<file path="src/design/ats_pkg.sv">
// package: constants and types for the asynchronous timer clock block
package ats_pkg;
   // register indices on the plain register port
   localparam logic [2:0] ADDR_CONTROL = 3'h0;
   localparam logic [2:0] ADDR_COUNT   = 3'h1;
   localparam logic [2:0] ADDR_COMPARE = 3'h2;
   localparam logic [2:0] ADDR_STATUS  = 3'h3;
   localparam logic [2:0] ADDR_SPECIAL = 3'h4;
   localparam logic [2:0] ADDR_FLAGS   = 3'h5;
   // holding register slots, also busy-flag positions in the status reg
   localparam int SLOT_CONTROL = 0;
   localparam int SLOT_COMPARE = 1;
   localparam int SLOT_COUNT   = 2;
   localparam int NUM_SLOTS    = 3;
   // field positions
   localparam int ASYNC_SEL_BIT  = 3;  // async_clock_select in status reg
   localparam int PRESC_RST_BIT  = 0;  // prescaler_reset_bit, special reg
   localparam int FLAG_CMP_BIT   = 1;
   localparam int FLAG_OVF_BIT   = 0;
   localparam int CTL_CMP_IE_BIT = 7;  // compare_irq_enable
   localparam int CTL_OVF_IE_BIT = 6;  // overflow_irq_enable
   localparam int CTL_COM_LSB    = 4;  // compare output action, 2 bits
   localparam int CTL_CS_LSB     = 0;  // clock_select_field, 3 bits
   // reset values
   localparam logic [7:0] CONTROL_RST = 8'h00;
   localparam logic [7:0] COUNT_RST   = 8'h00;
   localparam logic [7:0] COMPARE_RST = 8'h00;
   // timing counts
   localparam int XFER_EDGES   = 2;  // oscillator rising edges per transfer
   localparam int FLAG_SYNC    = 3;  // processor cycles of flag sync
   localparam int HALT_CYCLES  = 4;  // processor halt after wake-up
   localparam int PRESC_WIDTH  = 10; // enough for divide by 1024
   // compare output actions
   localparam logic [1:0] COM_OFF    = 2'h0;
   localparam logic [1:0] COM_TOGGLE = 2'h1;
   localparam logic [1:0] COM_CLEAR  = 2'h2;
   localparam logic [1:0] COM_SET    = 2'h3;

   // power state of the surrounding processor
   typedef enum logic [3:0] {
      PWR_RUN   = 4'b0001,
      PWR_SLEEP = 4'b0010,
      PWR_WAKE  = 4'b0100,
      PWR_HALT  = 4'b1000
   } ats_pwr_e;

   // register port request
   typedef struct packed {
      logic [2:0] addr;
      logic [7:0] wdata;
      logic       wr;
      logic       rd;
   } ats_req_s;

   // complete state of the block
   typedef struct packed {
      ats_pwr_e                        pwr;
      logic [2:0]                      halt_cnt;
      logic                            armed;
      logic                            async_sel;
      logic                            osc_prev;
      logic [7:0]                      control;
      logic [7:0]                      count;
      logic [7:0]                      compare;
      logic [7:0]                      shadow;
      logic [NUM_SLOTS-1:0]            pend;
      logic [NUM_SLOTS-1:0][1:0]       edges;
      logic [NUM_SLOTS-1:0][7:0]       hold;
      logic [PRESC_WIDTH-1:0]          presc;
      logic [FLAG_SYNC-2:0][1:0]       flag_pipe;
      logic [1:0]                      flags;
      logic [7:0]                      rdata;
      logic                            cmp_pin;
      logic                            osc_enable;
      logic                            port_disc;
      logic                            irq;
      logic                            cpu_run;
   } ats_state_s;
endpackage

</file>
<file path="src/design/ats_timer_sync.sv">
// asynchronous timer clocking: holding registers, prescaler, wake-up
// Function
// RULE1: software follows safe clock-source switch sequence
// RULE2: writes land after two oscillator rising edges
// RULE3: each register has own holding register
// RULE4: software waits for busy before rewriting
// RULE5: status shows per-register update-busy flags
// RULE6: compare suppressed while compare/count write pending
// RULE7: interrupt logic rearms after one oscillator cycle
// RULE8: processor clock above four times oscillator
// RULE9: oscillator runs except power-down and standby
// RULE10: deep sleep wake-up loses timer registers
// RULE11: software waits one second for oscillator
// RULE12: wake-up starts on next timer clock
// RULE13: processor halted four cycles after wake-up
// RULE14: count read via shadow updated per edge
// RULE15: software syncs before reading count after wake
// RULE16: flag sync takes three cycles plus tick
// RULE17: compare pin changes on timer clock
// RULE18: select bit picks oscillator, frees port pins
// RULE19: prescaler taps 1,8,32,64,128,256,1024 or stop
// RULE20: prescaler reset bit clears the prescaler
// RULE21: select bit is status bit three
// RULE22: clock select codes map stop, 1, 8..1024
// RULE23: busy set with write, read-only to software
//
// The plain strobed port and the placing of the registers were decided locally.
`timescale 1ns/100ps
module ats_timer_sync (
   input  wire logic       clock,
   input  wire logic       sys_rst,
   input  wire logic [2:0] reg_addr,
   input  wire logic [7:0] reg_wdata,
   input  wire logic       reg_wr,
   input  wire logic       reg_rd,
   input  wire logic       osc_in_pin,
   input  wire logic       sleep_req,
   input  wire logic       deep_sleep,
   output logic      [7:0] reg_rdata,
   output logic            compare_output_pin,
   output logic            osc_enable,
   output logic            osc_port_disconnect,
   output logic            timer_irq,
   output logic            cpu_run
);
   ats_pkg::ats_state_s s_q;
   ats_pkg::ats_state_s s_d;
   ats_pkg::ats_req_s   req;
   logic                osc_rise;
   logic                src_tick;
   logic                tick;
   logic [9:0]          mask;
   logic                cmp_evt;
   logic                ovf_evt;
   logic                wake_cond;
   logic [1:0]          evt;

   assign req = '{addr: reg_addr, wdata: reg_wdata, wr: reg_wr, rd: reg_rd};

   // oscillator edge and the timer source tick
   assign osc_rise = osc_in_pin && !s_q.osc_prev;
   assign src_tick = s_q.async_sel ? osc_rise : 1'b1; // RULE18

   // prescaler tap for each clock select code
   always_comb begin
      unique case (s_q.control[ats_pkg::CTL_CS_LSB +: 3]) // RULE22 RULE19
         3'h0: mask = 10'h000;
         3'h1: mask = 10'h000;
         3'h2: mask = 10'h007;
         3'h3: mask = 10'h01f;
         3'h4: mask = 10'h03f;
         3'h5: mask = 10'h07f;
         3'h6: mask = 10'h0ff;
         3'h7: mask = 10'h3ff;
      endcase
   end
   assign tick = src_tick && (s_q.control[ats_pkg::CTL_CS_LSB +: 3] != 3'h0)
                 && ((s_q.presc & mask) == mask); // RULE19

   // timer events; compare blocked while compare or count transfer pends
   assign cmp_evt = tick && (s_q.count == s_q.compare)
                    && !s_q.pend[ats_pkg::SLOT_COMPARE]
                    && !s_q.pend[ats_pkg::SLOT_COUNT]; // RULE6
   assign ovf_evt = tick && (s_q.count == 8'hff);
   assign evt = {cmp_evt, ovf_evt};
   assign wake_cond = |(s_q.flags & {s_q.control[ats_pkg::CTL_CMP_IE_BIT],
                                     s_q.control[ats_pkg::CTL_OVF_IE_BIT]});

   // next state of the whole block
   always_comb begin
      logic xfer;
      logic cnt_load;
      int   slot;
      xfer = 1'b0;
      cnt_load = 1'b0;
      slot = 0;
      s_d = s_q;
      s_d.osc_prev = osc_in_pin;
      // holding registers, one per synchronised register
      for (int i = 0; i < ats_pkg::NUM_SLOTS; i++) begin // RULE3
         xfer = s_q.pend[i] && (!s_q.async_sel ||
                (osc_rise && s_q.edges[i] == 2'(ats_pkg::XFER_EDGES - 1)));
         if (xfer) begin // RULE2
            s_d.pend[i]  = 1'b0; // RULE5
            s_d.edges[i] = 2'h0;
            unique case (i)
               ats_pkg::SLOT_CONTROL: s_d.control = s_q.hold[i];
               ats_pkg::SLOT_COMPARE: s_d.compare = s_q.hold[i];
               default: begin
                  s_d.count = s_q.hold[i];
                  cnt_load  = 1'b1; // a landing count wins over the tick
               end
            endcase
         end else if (s_q.pend[i] && osc_rise) begin
            s_d.edges[i] = s_q.edges[i] + 2'h1;
         end
      end
      // counter advance, unless a count transfer overrides it
      if (tick && !cnt_load) begin
         s_d.count = s_q.count + 8'h01;
      end
      // prescaler runs on the source clock
      if (src_tick) begin
         s_d.presc = s_q.presc + 10'h001;
      end
      // compare output follows the timer tick directly
      if (cmp_evt) begin // RULE17
         unique case (s_q.control[ats_pkg::CTL_COM_LSB +: 2])
            ats_pkg::COM_OFF:    s_d.cmp_pin = s_q.cmp_pin;
            ats_pkg::COM_TOGGLE: s_d.cmp_pin = !s_q.cmp_pin;
            ats_pkg::COM_CLEAR:  s_d.cmp_pin = 1'b0;
            ats_pkg::COM_SET:    s_d.cmp_pin = 1'b1;
         endcase
      end
      // count shadow refreshed per oscillator edge when asynchronous
      if (!s_q.async_sel || osc_rise) begin // RULE14
         s_d.shadow = s_q.count;
      end
      // interrupt flag synchroniser, three processor cycles in async mode
      s_d.flag_pipe[0] = evt;
      s_d.flag_pipe[1] = s_q.flag_pipe[0];
      // register writes
      if (req.wr) begin
         unique case (req.addr)
            ats_pkg::ADDR_CONTROL, ats_pkg::ADDR_COMPARE,
            ats_pkg::ADDR_COUNT: begin
               // slot order follows the busy bits, not the address map
               if (req.addr == ats_pkg::ADDR_CONTROL) begin
                  slot = ats_pkg::SLOT_CONTROL;
               end else if (req.addr == ats_pkg::ADDR_COMPARE) begin
                  slot = ats_pkg::SLOT_COMPARE;
               end else begin
                  slot = ats_pkg::SLOT_COUNT;
               end
               s_d.hold[slot]  = req.wdata;
               s_d.pend[slot]  = 1'b1; // RULE23
               s_d.edges[slot] = 2'h0;
            end
            ats_pkg::ADDR_STATUS:
               s_d.async_sel = req.wdata[ats_pkg::ASYNC_SEL_BIT]; // RULE21
            ats_pkg::ADDR_SPECIAL:
               if (req.wdata[ats_pkg::PRESC_RST_BIT]) begin
                  s_d.presc = '0; // RULE20
               end
            ats_pkg::ADDR_FLAGS:
               s_d.flags = s_q.flags & ~req.wdata[1:0];
            default: ;
         endcase
      end
      // hardware set wins over a software clear
      s_d.flags = s_d.flags |
                  (s_q.async_sel ? s_q.flag_pipe[1] : evt); // RULE16
      // processor power sequencing
      if (osc_rise) begin
         s_d.armed = 1'b1; // RULE7
      end
      unique case (s_q.pwr)
         ats_pkg::PWR_RUN:
            if (sleep_req) begin
               s_d.pwr = ats_pkg::PWR_SLEEP;
            end
         ats_pkg::PWR_SLEEP:
            if (deep_sleep && !sleep_req) begin
               s_d.pwr = ats_pkg::PWR_HALT;
               s_d.control = ats_pkg::CONTROL_RST; // RULE10
               s_d.count   = ats_pkg::COUNT_RST;
               s_d.compare = ats_pkg::COMPARE_RST;
               s_d.pend    = '0;
            end else if (!deep_sleep && s_q.armed && wake_cond) begin
               s_d.pwr = ats_pkg::PWR_WAKE;
            end
         ats_pkg::PWR_WAKE:
            if (tick) begin // RULE12
               s_d.pwr = ats_pkg::PWR_HALT;
            end
         ats_pkg::PWR_HALT:
            if (s_q.halt_cnt == 3'(ats_pkg::HALT_CYCLES - 1)) begin // RULE13
               s_d.pwr = ats_pkg::PWR_RUN;
               s_d.armed = osc_rise;
            end
      endcase
      s_d.halt_cnt = (s_d.pwr == ats_pkg::PWR_HALT &&
                      s_q.pwr == ats_pkg::PWR_HALT) ?
                     s_q.halt_cnt + 3'h1 : 3'h0;
      // registered outputs
      s_d.cpu_run    = (s_d.pwr == ats_pkg::PWR_RUN);
      s_d.osc_enable = s_d.async_sel &&
                       !(s_d.pwr == ats_pkg::PWR_SLEEP && deep_sleep); // RULE9
      s_d.port_disc  = s_d.async_sel; // RULE18
      s_d.irq        = wake_cond;
      s_d.rdata      = 8'h00;
      if (req.rd) begin
         unique case (req.addr)
            ats_pkg::ADDR_CONTROL: s_d.rdata = s_q.control;
            ats_pkg::ADDR_COUNT:   s_d.rdata = s_q.shadow; // RULE14
            ats_pkg::ADDR_COMPARE: s_d.rdata = s_q.compare;
            ats_pkg::ADDR_STATUS:
               s_d.rdata = {4'h0, s_q.async_sel, s_q.pend}; // RULE5
            ats_pkg::ADDR_FLAGS:   s_d.rdata = {6'h00, s_q.flags};
            default:               s_d.rdata = 8'h00;
         endcase
      end
   end

   // state register
   always_ff @(posedge clock) begin
      if (sys_rst) begin
         s_q <= '0;
         s_q.pwr <= ats_pkg::PWR_RUN;
         s_q.cpu_run <= 1'b1;
      end else begin
         s_q <= s_d;
      end
   end

   assign reg_rdata           = s_q.rdata;
   assign compare_output_pin  = s_q.cmp_pin;
   assign osc_enable          = s_q.osc_enable;
   assign osc_port_disconnect = s_q.port_disc;
   assign timer_irq           = s_q.irq;
   assign cpu_run             = s_q.cpu_run;

   // checks on the block's own behaviour
   busy_set_a: assert property (@(posedge clock) disable iff (sys_rst) // RULE23
      req.wr && req.addr == ats_pkg::ADDR_COMPARE |=>
         s_q.pend[ats_pkg::SLOT_COMPARE])
      else $error("compare busy flag not set by write");
   xfer_edge_a: assert property (@(posedge clock) disable iff (sys_rst) // RULE2
      s_q.async_sel && $past(s_q.async_sel) && $fell(s_q.pend[0])
         |-> $past(osc_rise))
      else $error("control transfer without oscillator edge");
   no_match_a: assert property (@(posedge clock) disable iff (sys_rst) // RULE6
      s_q.pend[ats_pkg::SLOT_COMPARE] |-> !cmp_evt)
      else $error("compare match while compare write pending");
   flag_sync_a: assert property (@(posedge clock) disable iff (sys_rst) // RULE16
      s_q.async_sel && cmp_evt ##1 s_q.async_sel [*2]
         |=> s_q.flags[ats_pkg::FLAG_CMP_BIT])
      else $error("compare flag not set three cycles after tick");
   halt_four_a: assert property (@(posedge clock) disable iff (sys_rst) // RULE13
      $rose(s_q.pwr == ats_pkg::PWR_HALT) |->
         !cpu_run [*4] ##1 cpu_run)
      else $error("processor halt not four cycles");
   shadow_a: assert property (@(posedge clock) disable iff (sys_rst) // RULE14
      s_q.async_sel && $past(s_q.async_sel) && $changed(s_q.shadow)
         |-> $past(osc_rise))
      else $error("count shadow changed without oscillator edge");
   osc_run_a: assert property (@(posedge clock) disable iff (sys_rst) // RULE9
      s_q.pwr == ats_pkg::PWR_SLEEP && deep_sleep && $stable(deep_sleep)
         |-> !osc_enable)
      else $error("oscillator enabled in deep sleep");
   presc_rst_a: assert property (@(posedge clock) disable iff (sys_rst) // RULE20
      req.wr && req.addr == ats_pkg::ADDR_SPECIAL &&
         req.wdata[ats_pkg::PRESC_RST_BIT] |=> s_q.presc == '0)
      else $error("prescaler not reset");
   disc_a: assert property (@(posedge clock) disable iff (sys_rst) // RULE18
      req.wr && req.addr == ats_pkg::ADDR_STATUS |=>
         osc_port_disconnect == $past(req.wdata[ats_pkg::ASYNC_SEL_BIT]))
      else $error("port disconnect does not follow select bit");
   wake_tick_a: assert property (@(posedge clock) disable iff (sys_rst) // RULE12
      s_q.pwr == ats_pkg::PWR_WAKE && !tick |=> s_q.pwr == ats_pkg::PWR_WAKE)
      else $error("wake-up left before timer tick");
   // overflow flag takes the same synchroniser path as the compare flag
   ovf_sync_a: assert property ( // RULE16
      @(posedge clock) disable iff (sys_rst)
      s_q.async_sel && ovf_evt ##1 s_q.async_sel [*2]
         |=> s_q.flags[ats_pkg::FLAG_OVF_BIT])
      else $error("overflow flag not set three cycles after tick");
   // toggle action must flip the pin on the match tick itself
   cmp_pin_a: assert property ( // RULE17
      @(posedge clock) disable iff (sys_rst)
      cmp_evt && s_q.control[ats_pkg::CTL_COM_LSB +: 2] == ats_pkg::COM_TOGGLE
         |=> compare_output_pin != $past(compare_output_pin))
      else $error("compare pin did not toggle on match");
   // stopped code freezes the counter outside sleep unless a count write lands
   stop_a: assert property ( // RULE22
      @(posedge clock) disable iff (sys_rst)
      s_q.control[ats_pkg::CTL_CS_LSB +: 3] == 3'h0 &&
         !s_q.pend[ats_pkg::SLOT_COUNT] && s_q.pwr != ats_pkg::PWR_SLEEP
         |=> $stable(s_q.count))
      else $error("counter moved while stopped");
   // oscillator only runs with the asynchronous source selected
   osc_off_a: assert property ( // RULE9
      @(posedge clock) disable iff (sys_rst)
      !s_q.async_sel |-> !osc_enable)
      else $error("oscillator enabled in synchronous mode");

   // cover points for the main scenarios

   xfer_c: cover property (@(posedge clock) disable iff (sys_rst)
      s_q.async_sel && $fell(s_q.pend[ats_pkg::SLOT_COUNT]));
   wake_c: cover property (@(posedge clock) disable iff (sys_rst)
      s_q.pwr == ats_pkg::PWR_WAKE ##1 s_q.pwr == ats_pkg::PWR_HALT);
   match_c: cover property (@(posedge clock) disable iff (sys_rst)
      cmp_evt && s_q.async_sel);
   ovf_c: cover property (@(posedge clock) disable iff (sys_rst)
      ovf_evt && s_q.async_sel);
endmodule
</file>
<file path="config.mk">
export PLATFORM = sky130hd
export DESIGN_NAME = ats_timer_sync
export DESIGN_NICKNAME = d
export VERILOG_FILES = /design/src/design/ats_pkg.sv /design/src/design/ats_timer_sync.sv
export SDC_FILE = /design/constraint.sdc
export NUM_CORES = 1
export LEC_CHECK = 0
export BUFFER_PORTS_ARGS = -buffer_cell sky130_fd_sc_hd__buf_4
export CAP_MARGIN = 20
export CORE_MARGIN = 3
export CORE_UTILIZATION = 53
export DETAILED_ROUTE_END_ITERATION = 8
export PLACE_DENSITY = 0.77
export SLEW_MARGIN = 15
export SYNTH_ARGS = -nofsm -noshare
export SYNTH_HDL_FRONTEND = slang
export SYNTH_SLANG_ARGS = --single-unit
</file>
<file path="constraint.sdc">
create_clock -name clock -period 2.1 [get_ports clock]
set_clock_uncertainty 0.15 [all_clocks]
set_input_delay 0.21 -clock clock [delete_from_list [all_inputs] [get_ports clock]]
set_output_delay 0.21 -clock clock [all_outputs]
set_load 0.005 [all_outputs]
</file>
Word-level counts from Yosys, hierarchy flattened
Memories as Yosys holds them, arrays and structs flattened. A register that Yosys moved wholly into a read port is not among the register bits.
Index checks and enable logic that the tools add are counted.

word-level totals
  bits in registers = 103
  bits in read-only memories = 80
  output and inout bits = 13
  word-level logic and storage cells = 165
  memories = 1

memory list
  name             words  bits a word  rd ports  clocked after memory_dff  write ports  RTL line              source
  (no name shown)  8      10           1         1                         0            ats_timer_sync.sv:66  unique case (s_q.control[ats_pkg::CTL_CS_LSB +: 3])

operators by class
  add/subtract/negate cells = 6
  order comparisons = 2
  equality and inequality tests = 22
  multiplexer cells = 52
  bitwise operators = 11
  reduce and logical (&&, ||, !) cells = 46

operator list
  kind                                                         number
  two-way mux 32 bit                                           3
  two-way mux 24 bit                                           2
  two-way mux 43 bit                                           1
  one-hot mux 8 bit (5 select lines)                           1
  two-way mux 33 bit                                           1
  >= comparator 32 x 1 -> 1 bit, second input constant         1
  less-than comparator 32 x 4 -> 1 bit, second input constant  1
  two-way mux 8 bit                                            4
  two-way mux 10 bit                                           3
  bitwise mux 24 bit                                           1
  logical AND 1 bit                                            24
  two-way mux 2 bit                                            11
  two-way mux 4 bit                                            5
  demux 8 bit (select 2 bit)                                   1
  two-way mux 16 bit                                           1
  one-hot mux 4 bit (4 select lines)                           1
  two-way mux 1 bit                                            11
  adder 10 x 1 -> 10 bit, second input constant                1
  bitwise AND 10 bit                                           1
  equality test 10 bit                                         1
  equality test 3 x 2 -> 1 bit, second input constant          3
  logical NOT 1 bit                                            9
  two-way mux 3 bit                                            3
  adder 8 x 1 -> 8 bit, second input constant                  1
  29 further kinds                                             48

Depth between registers and ports, before layout
Gate-level depths: netlist of run 1.

  word-level depth = 15
  gate-level depth with buffers = 8

Worst setup path before layout of run 1
Ideal clock, no wire load.

  kind = reg2reg
  start point = reg s_q[19] (netlist bit)
  end point = reg s_q, in the netlist compare_output_pin
  data arrival time = 1.596 ns
  data required time = 1.855 ns
  slack = 0.259 ns
  stages on the path, launching flop included = 6
  buffers on the path = 0
  period minus slack after synthesis = 1.841 ns
  cells stage by stage = dfxtp_1 nand3_2 a2111oi_4 nand3_2 or2_1 o311ai_1

between the ends
  longest elaborated chain between the ends = 7

ends and longest elaborated chain
  element                               RTL line              source
  start, declared                       ats_timer_sync.sv:46  ats_pkg::ats_state_s s_q;
  bitwise AND 10 bit                    ats_timer_sync.sv:78  && ((s_q.presc & mask) == mask);
  equality test 10 bit                  ats_timer_sync.sv:78
  logical AND 1 bit                     ats_timer_sync.sv:78
  logical AND 1 bit                     ats_timer_sync.sv:81  assign cmp_evt = tick && (s_q.count == s_q.compare)
  logical AND 1 bit                     ats_timer_sync.sv:82  && !s_q.pend[ats_pkg::SLOT_COMPARE]
  logical AND 1 bit                     ats_timer_sync.sv:83  && !s_q.pend[ats_pkg::SLOT_COUNT];
  AND reduction 2 bit (no source line)  n/a

No other way between the ends.
A chain may end at the register's enable or synchronous reset.

Worst setup path in the final report of run 1
  start point = reg s_q[21] (netlist bit)
  end point = reg s_q[14] (netlist bit)

between the ends
  longest elaborated chain between the ends = 8

ends and longest elaborated chain
  element               RTL line               source
  bitwise AND 10 bit    ats_timer_sync.sv:78
  equality test 10 bit  ats_timer_sync.sv:78
  logical AND 1 bit     ats_timer_sync.sv:78
  logical AND 1 bit     ats_timer_sync.sv:81
  logical AND 1 bit     ats_timer_sync.sv:82
  logical AND 1 bit     ats_timer_sync.sv:83
  two-way mux 2 bit     ats_timer_sync.sv:172  (s_q.async_sel ? s_q.flag_pipe[1] : evt);
  OR 2 bit              ats_timer_sync.sv:171  s_d.flags = s_d.flags |

No other way between the ends.

==> impl_metrics.json, run 1 <==
{
  "status": "completed",
  "synth_edf_count": 0,
  "h-tree-depth": 3,
  "crit_path_start": "s_q[21]",
  "placed_area_um2": 4982,
  "ant_nets": 0,
  "register_area_um2": 2183,
  "required_ns": 2.25,
  "most-common-layout-cells": "dfxtp_1, nand2_1, nor2_1",
  "vias_per_cell": 5.705,
  "drc_errors": 0,
  "nNetsFinal": 594,
  "hold_slack_ns": 0.03380,
  "grt_pass1_wl_mm": 18.62,
  "drive_above_1_share": 0.1326,
  "fin_cells": 678,
  "cp_max_fo": 6,
  "antenna_cells": 0,
  "syn_to_final_growth_pct": 13.67,
  "syn_nets": 561,
  "tritoncts": "built",
  "finalCritPeriodShare": 0.9379,
  "grt.met2_usage": 0.3833,
  "async_reset_ff_frac": 0,
  "fp.coreArea_um2": 8382,
  "stdcell_area_um2": 5296,
  "p_total_mw": 3.730,
  "synth_ff_type": "dfxtp_1",
  "clk_path_buf_depth": 2,
  "antenna_found_initial": 0,
  "p_leak_nw": 1.957,
  "crit-reg2reg-launch": "s_q[21]",
  "overflow": 0,
  "cts_buffers": 9,
  "use_met3": 0.04979,
  "wirelength_mm": 11.40,
  "die_w_um": 99.76,
  "ys_ff_latch": 109,
  "cts_root_buf": "clkbuf_8",
  "path_cells": "nand3_2 > a2111oi_4 > nand3_2 > or3_1 > a21oi_1",
  "ys_seq_area_frac": 0.4683,
  "ys_types": 51,
  "initial_core_util": 0.5559,
  "synthesis.instances": 536,
  "slew_headroom": 0.6958,
  "gp_congestion": 0.9249,
  "crit_path_end_kind": "flip-flop",
  "die_area_um2": 9952,
  "path_buf_inv": 0,
  "met1_usage": 0.3195,
  "hp-start": "reg_rd",
  "rsz0062_at_grt": "true",
  "num_rows": 33,
  "max_stage_delay_ns": 0.43,
  "clock_latency_ns": 0.36,
  "cp.arrival_ns": 2.12,
  "die_h_um": 99.76,
  "slew_viol_final": 0,
  "grt_max_degree": 30,
  "fin_crit_ns": 1.970,
  "grt_pass1_vias": 3670,
  "cts.clk_slew.worst_paths_ns": 0.09,
  "layout_commonest_cell": "dfxtp_1",
  "cp_top_family": "simple AND/OR/NAND/NOR gates",
  "num-fill-cells": 721,
  "peakVddDrop_v": 0.0004267,
  "pre_cts_slack_ns": 0.09961,
  "grt_usage": 0.2383,
  "syn_avg_cell_area_um2": 8.693,
  "fin_ws_ns": 0.1304,
  "vias": 3868,
  "drtIter0Drc": 227,
  "power.density_nw_per_um2": 704.2,
  "hold_class": "in2reg",
  "wl_per_cell_um": 16.81,
  "hold_violations": 0,
  "first_pass_iters": 5,
  "cpMostUsedCell": "nand3_2",
  "dp_hpwl_mm": 8.218,
  "worst_pin_slew_ns": 0.4562,
  "top_usage_layer": "met2",
  "cap_violations": 0,
  "cts_sinks": 109,
  "yosys_warnings": 0,
  "io_pins": 31,
  "post-place-cells": 653,
  "crit_slowest_cell": "or3_1",
  "multi_input_area_um2": 2278,
  "max_freq_mhz": 507.7,
  "cp-start-kind": "flip-flop",
  "numPortBuffers": 30,
  "worstSetupPathType": "reg2reg",
  "finalSetupViolCount": 0,
  "synth_area_um2": 4659
}
[kinds of logic (layout without fill, tap and decap cells)]
group	count (synthesis)	count (layout)	share of synthesized area
AO/OA/AOI/OAI	93	93	0.1268
XOR/XNOR	23	23	0.04323
adder cells (fa/ha/maj)	7	7	0.01880
buffers and inverters	46	83	0.04431
flip-flops	109	109	0.4683
multiplexers	27	27	0.06874
AND/OR/NAND/NOR	231	231	0.2299
[metal layers]
layer  share of wire  vias to the layer above
li1                -                     1875
met1            0.44                     1809
met2            0.47                      159
met3           0.070                       25
met4           0.026                        0
met5               0                        -
[repair_timing]
action                     CTS  global route
gates resized for setup      0             3
buffers inserted             0             0
hold endpoints to repair    26             0
hold buffers                10             0
setup endpoints to repair    0            11
[final timing paths]
kind	to	slack, ns	cells after the start
worst min-delay path	reg_rdata[0]	0.03	3
worst min register to register	s_q[97]	0.28	1
worst max register to register	s_q[14]	0.13	5
worst max-delay path	s_q[14]	0.13	5
[cell type report]
| class | instances | area share |
|---|---|---|
| clock buffer | 11 | 0.02481 |
| multi-input combinational | 381 | 0.4302 |
| inverter | 10 | 0.007087 |
| timing repair buffer | 58 | 0.08694 |
| clock inverter | 4 | 0.01394 |
| sequential | 109 | 0.4122 |
| tap | 105 | 0.02481 |
[cell usage after synthesis, types with 8 or more instances]
cell type,count,share of area
xor2_1,17,0.032
clkbuf_1,25,0.020
nand2_1,90,0.073
nand4_1,8,0.011
nor3_1,18,0.019
mux2i_1,23,0.049
nand3_1,8,0.0086
nor2_1,61,0.049
nor2b_1,12,0.016
a21oi_1,52,0.056
o21ai_0,8,0.0086
dfxtp_1,109,0.47
inv_1,10,0.0081
buf_4,8,0.013
[sequential cells by signal, indices dropped and copies added (netlist names)]
| register | flops |
|---|---|
| reg_rdata | 8 |
| osc_enable | 1 |
| cpu_run | 1 |
| s_d | 2 |
| mask | 6 |
| compare_output_pin | 1 |
| osc_port_disconnect | 1 |
| s_q | 88 |
| timer_irq | 1 |
[tightest hold or removal path, cell delays in order]
cell and delay [ns]:
buf_4 0.10, nand2_1 0.14, a21oi_1 0.05
[where the power goes]
| part | total (mW) | internal (mW) | leakage, nW | switching, mW |
|---|---|---|---|---|
| logic | 0.254 | 0.106 | 0.972 | 0.148 |
| registers | 2.13 | 2.10 | 0.882 | 0.0307 |
| clock network | 1.35 | 0.668 | 0.103 | 0.681 |
| total | 3.73 | 2.87 | 1.96 | 0.860 |
[stage by stage]
step / utilization / TNS, ns
after floorplan: - / 0
after global placement: 0.5944 / 0
after detailed placement: 0.5944 / 0
after CTS: 0.6308 / 0
after global routing: 0.6319 / -0.01723
final: 0.6319 / 0
Power figures use the tool's default switching activity.
==> run 2, diff against run 1 <==
==> constraint.sdc (replaced) <==
create_clock -name clock -period 2.1 [get_ports clock]
set_clock_uncertainty 0.15 [all_clocks]
set_input_delay 0 -clock clock [delete_from_list [all_inputs] [get_ports clock]]
set_output_delay 0 -clock clock [all_outputs]
set_load 0.005 [all_outputs]
==> run 2 against run 1 <==
Sequential share of layout area fell by 0.34 points. Wire length rose by 1.1%. First-iteration DRC count rose by 15%. Core utilization rose by 0.49 points. Die area did not move. Critical path depth rose by 1. Worst setup slack got worse by 0.035 ns. Largest cell class unchanged. Highest routed layer unchanged.
==> impl_metrics.json, run 2 (synthesized netlist as in run 1, its figures left out) <==
{
  "top_layer_used": "met4",
  "slew_headroom": 0.6519,
  "clk_path_buf_depth": 2,
  "placed_area_um2": 4982,
  "grt_pass1_vias": 3704,
  "cpMostUsedCell": "nand3_2",
  "cts_sinks": 109,
  "path_cells": "nand3_2 > a2111oi_4 > nand3_2 > buf_4 > xor2_1 > a211oi_1",
  "vias": 3922,
  "num-fill-cells": 699,
  "antenna_cells": 0,
  "nNetsFinal": 600,
  "status": "completed",
  "wl_met2_mm": 5.494,
  "drive_above_1_share": 0.1310,
  "fp.coreArea_um2": 8382,
  "first_pass_iters": 6,
  "worst_pin_slew_ns": 0.5214,
  "path_buf_inv": 1,
  "syn_to_final_growth_pct": 14.55,
  "max_freq_mhz": 498.8,
  "hold_class": "in2reg",
  "h-tree-depth": 3,
  "io_pins": 31,
  "p_total_mw": 3.637,
  "largest_reg_flops": 88,
  "max_stage_delay_ns": 0.41,
  "p_leak_nw": 1.974,
  "power.density_nw_per_um2": 681.4,
  "crit_path_end_kind": "flip-flop",
  "hold_violations": 0,
  "post_cts_buffers": 0,
  "grt_usage": 0.2367,
  "rsz0062_at_grt": "false",
  "antenna_found_initial": 0,
  "drc_errors": 0,
  "cp_max_fo": 6,
  "slew_viol_final": 0,
  "post-route-util": 0.6368,
  "vias_per_cell": 5.726,
  "cts.clk_slew.worst_paths_ns": 0.10,
  "cp_top_family": "compound AO/OA/AOI/OAI gates",
  "crit_slowest_cell": "a2111oi_4",
  "tns_ns": 0,
  "dp_hpwl_mm": 8.154,
  "wl_met1_mm": 5.110,
  "met3_length_um": 712,
  "post_cts_resized": 0,
  "num_rows": 33,
  "numPortBuffers": 30,
  "cts_buffers": 9,
  "overflow": 0,
  "peakVddDrop_v": 0.0003234,
  "gp_congestion": 0.8872,
  "worstSetupPathType": "reg2reg",
  "top_register": "s_q",
  "most-common-layout-cells": "dfxtp_1, nand2_1, nor2_1",
  "ant_nets": 0,
  "cp-start-kind": "flip-flop",
  "finalSetupViolCount": 0,
  "drtIter0Drc": 262,
  "wl_per_cell_um": 16.82,
  "initial_core_util": 0.5559,
  "tritoncts": "built",
  "cap_violations": 0,
  "layout_commonest_cell": "dfxtp_1",
  "wirelength_mm": 11.52,
  "die_w_um": 99.76,
  "die_h_um": 99.76,
  "die_area_um2": 9952,
  "finalCritPeriodShare": 0.9548,
  "cp.arrival_ns": 2.14,
  "clock_latency_ns": 0.37,
  "grt_pass1_wl_mm": 18.52,
  "cts_root_buf": "clkbuf_8",
  "required_ns": 2.23,
  "grt_max_degree": 31,
  "stdcell_area_um2": 5338,
  "fin_crit_ns": 2.005
}
run 2: changes by cell type in the layout (fill, tap and decap cells not counted), sizes merged:
| cell | before | now |
|---|---|---|
| inv | 10 | 11 |
| dlygate4sd3 | 10 | 16 |
| bufinv | 2 | 0 |
| clkbuf | 11 | 12 |
| clkinvlp | 0 | 1 |
run 2: stage by stage:
| step | std cells | worst slack [ns] | hold WS [ns] |
|---|---|---|---|
| finish | 685 | 0.09502 | 0.05249 |
| global placement | 653 | 0.1829 | 0.1146 |
| detailed placement | 653 | 0.09555 | 0.1263 |
| floorplan | 536 | 0.2586 | -0.02182 |
| CTS | 685 | 0.06146 | 0.04883 |
| global route | 685 | 0.002175 | 0.06943 |
run 2: cell type report:
cell class / instances / area, um^2 / share of cell area
flip-flops and latches: 109 / 2182 / 0.4088
well taps: 105 / 131.4 / 0.02461
inverters: 10 / 37.54 / 0.007032
clock inverters: 4 / 30.03 / 0.005626
multi-input cells: 381 / 2271 / 0.4255
clock buffers: 12 / 165.2 / 0.03094
repair buffers: 64 / 520.5 / 0.09752
run 2: timing repair:
item	4_1_cts	5_1_grt
hold endpoints to repair	54	0
setup endpoints to repair	0	9
hold buffers	16	0
run 2: final timing paths:
path	startpoint	to	slack, ns	cells after the start
hold reg to reg	s_q[97]	s_q[97]	0.29	1
hold / removal	reg_addr[1]	reg_rdata[6]	0.05	5
setup / recovery	s_q[19]	s_q[78]	0.1	6
setup reg to reg	s_q[19]	s_q[78]	0.1	6
run 2: report_power, final:
part	internal (mW)	total, mW	switching [mW]	leakage (nW)
clock network	0.534	1.25	0.716	0.0990
logic	0.112	0.260	0.148	0.994
registers	2.10	2.13	0.0304	0.881
total	2.74	3.64	0.894	1.97
run 2: per-layer routing:
| layer | vias up | global-route usage |
|---|---|---|
| met3 | 18 | 0.03576 |
| met2 | 139 | 0.3946 |
| met1 | 1865 | 0.3149 |
| met5 | - | 0 |
| met4 | 0 | 0.07563 |
| li1 | 1900 | - |
run 2: worst reg2reg max path: cells and delay by family (launching register included):
kind,cells,cell delay [ns]
compound gates,2,0.66
flops,1,0.40
simple gates,2,0.36
buf+inv,1,0.21
xor+xnor,1,0.14
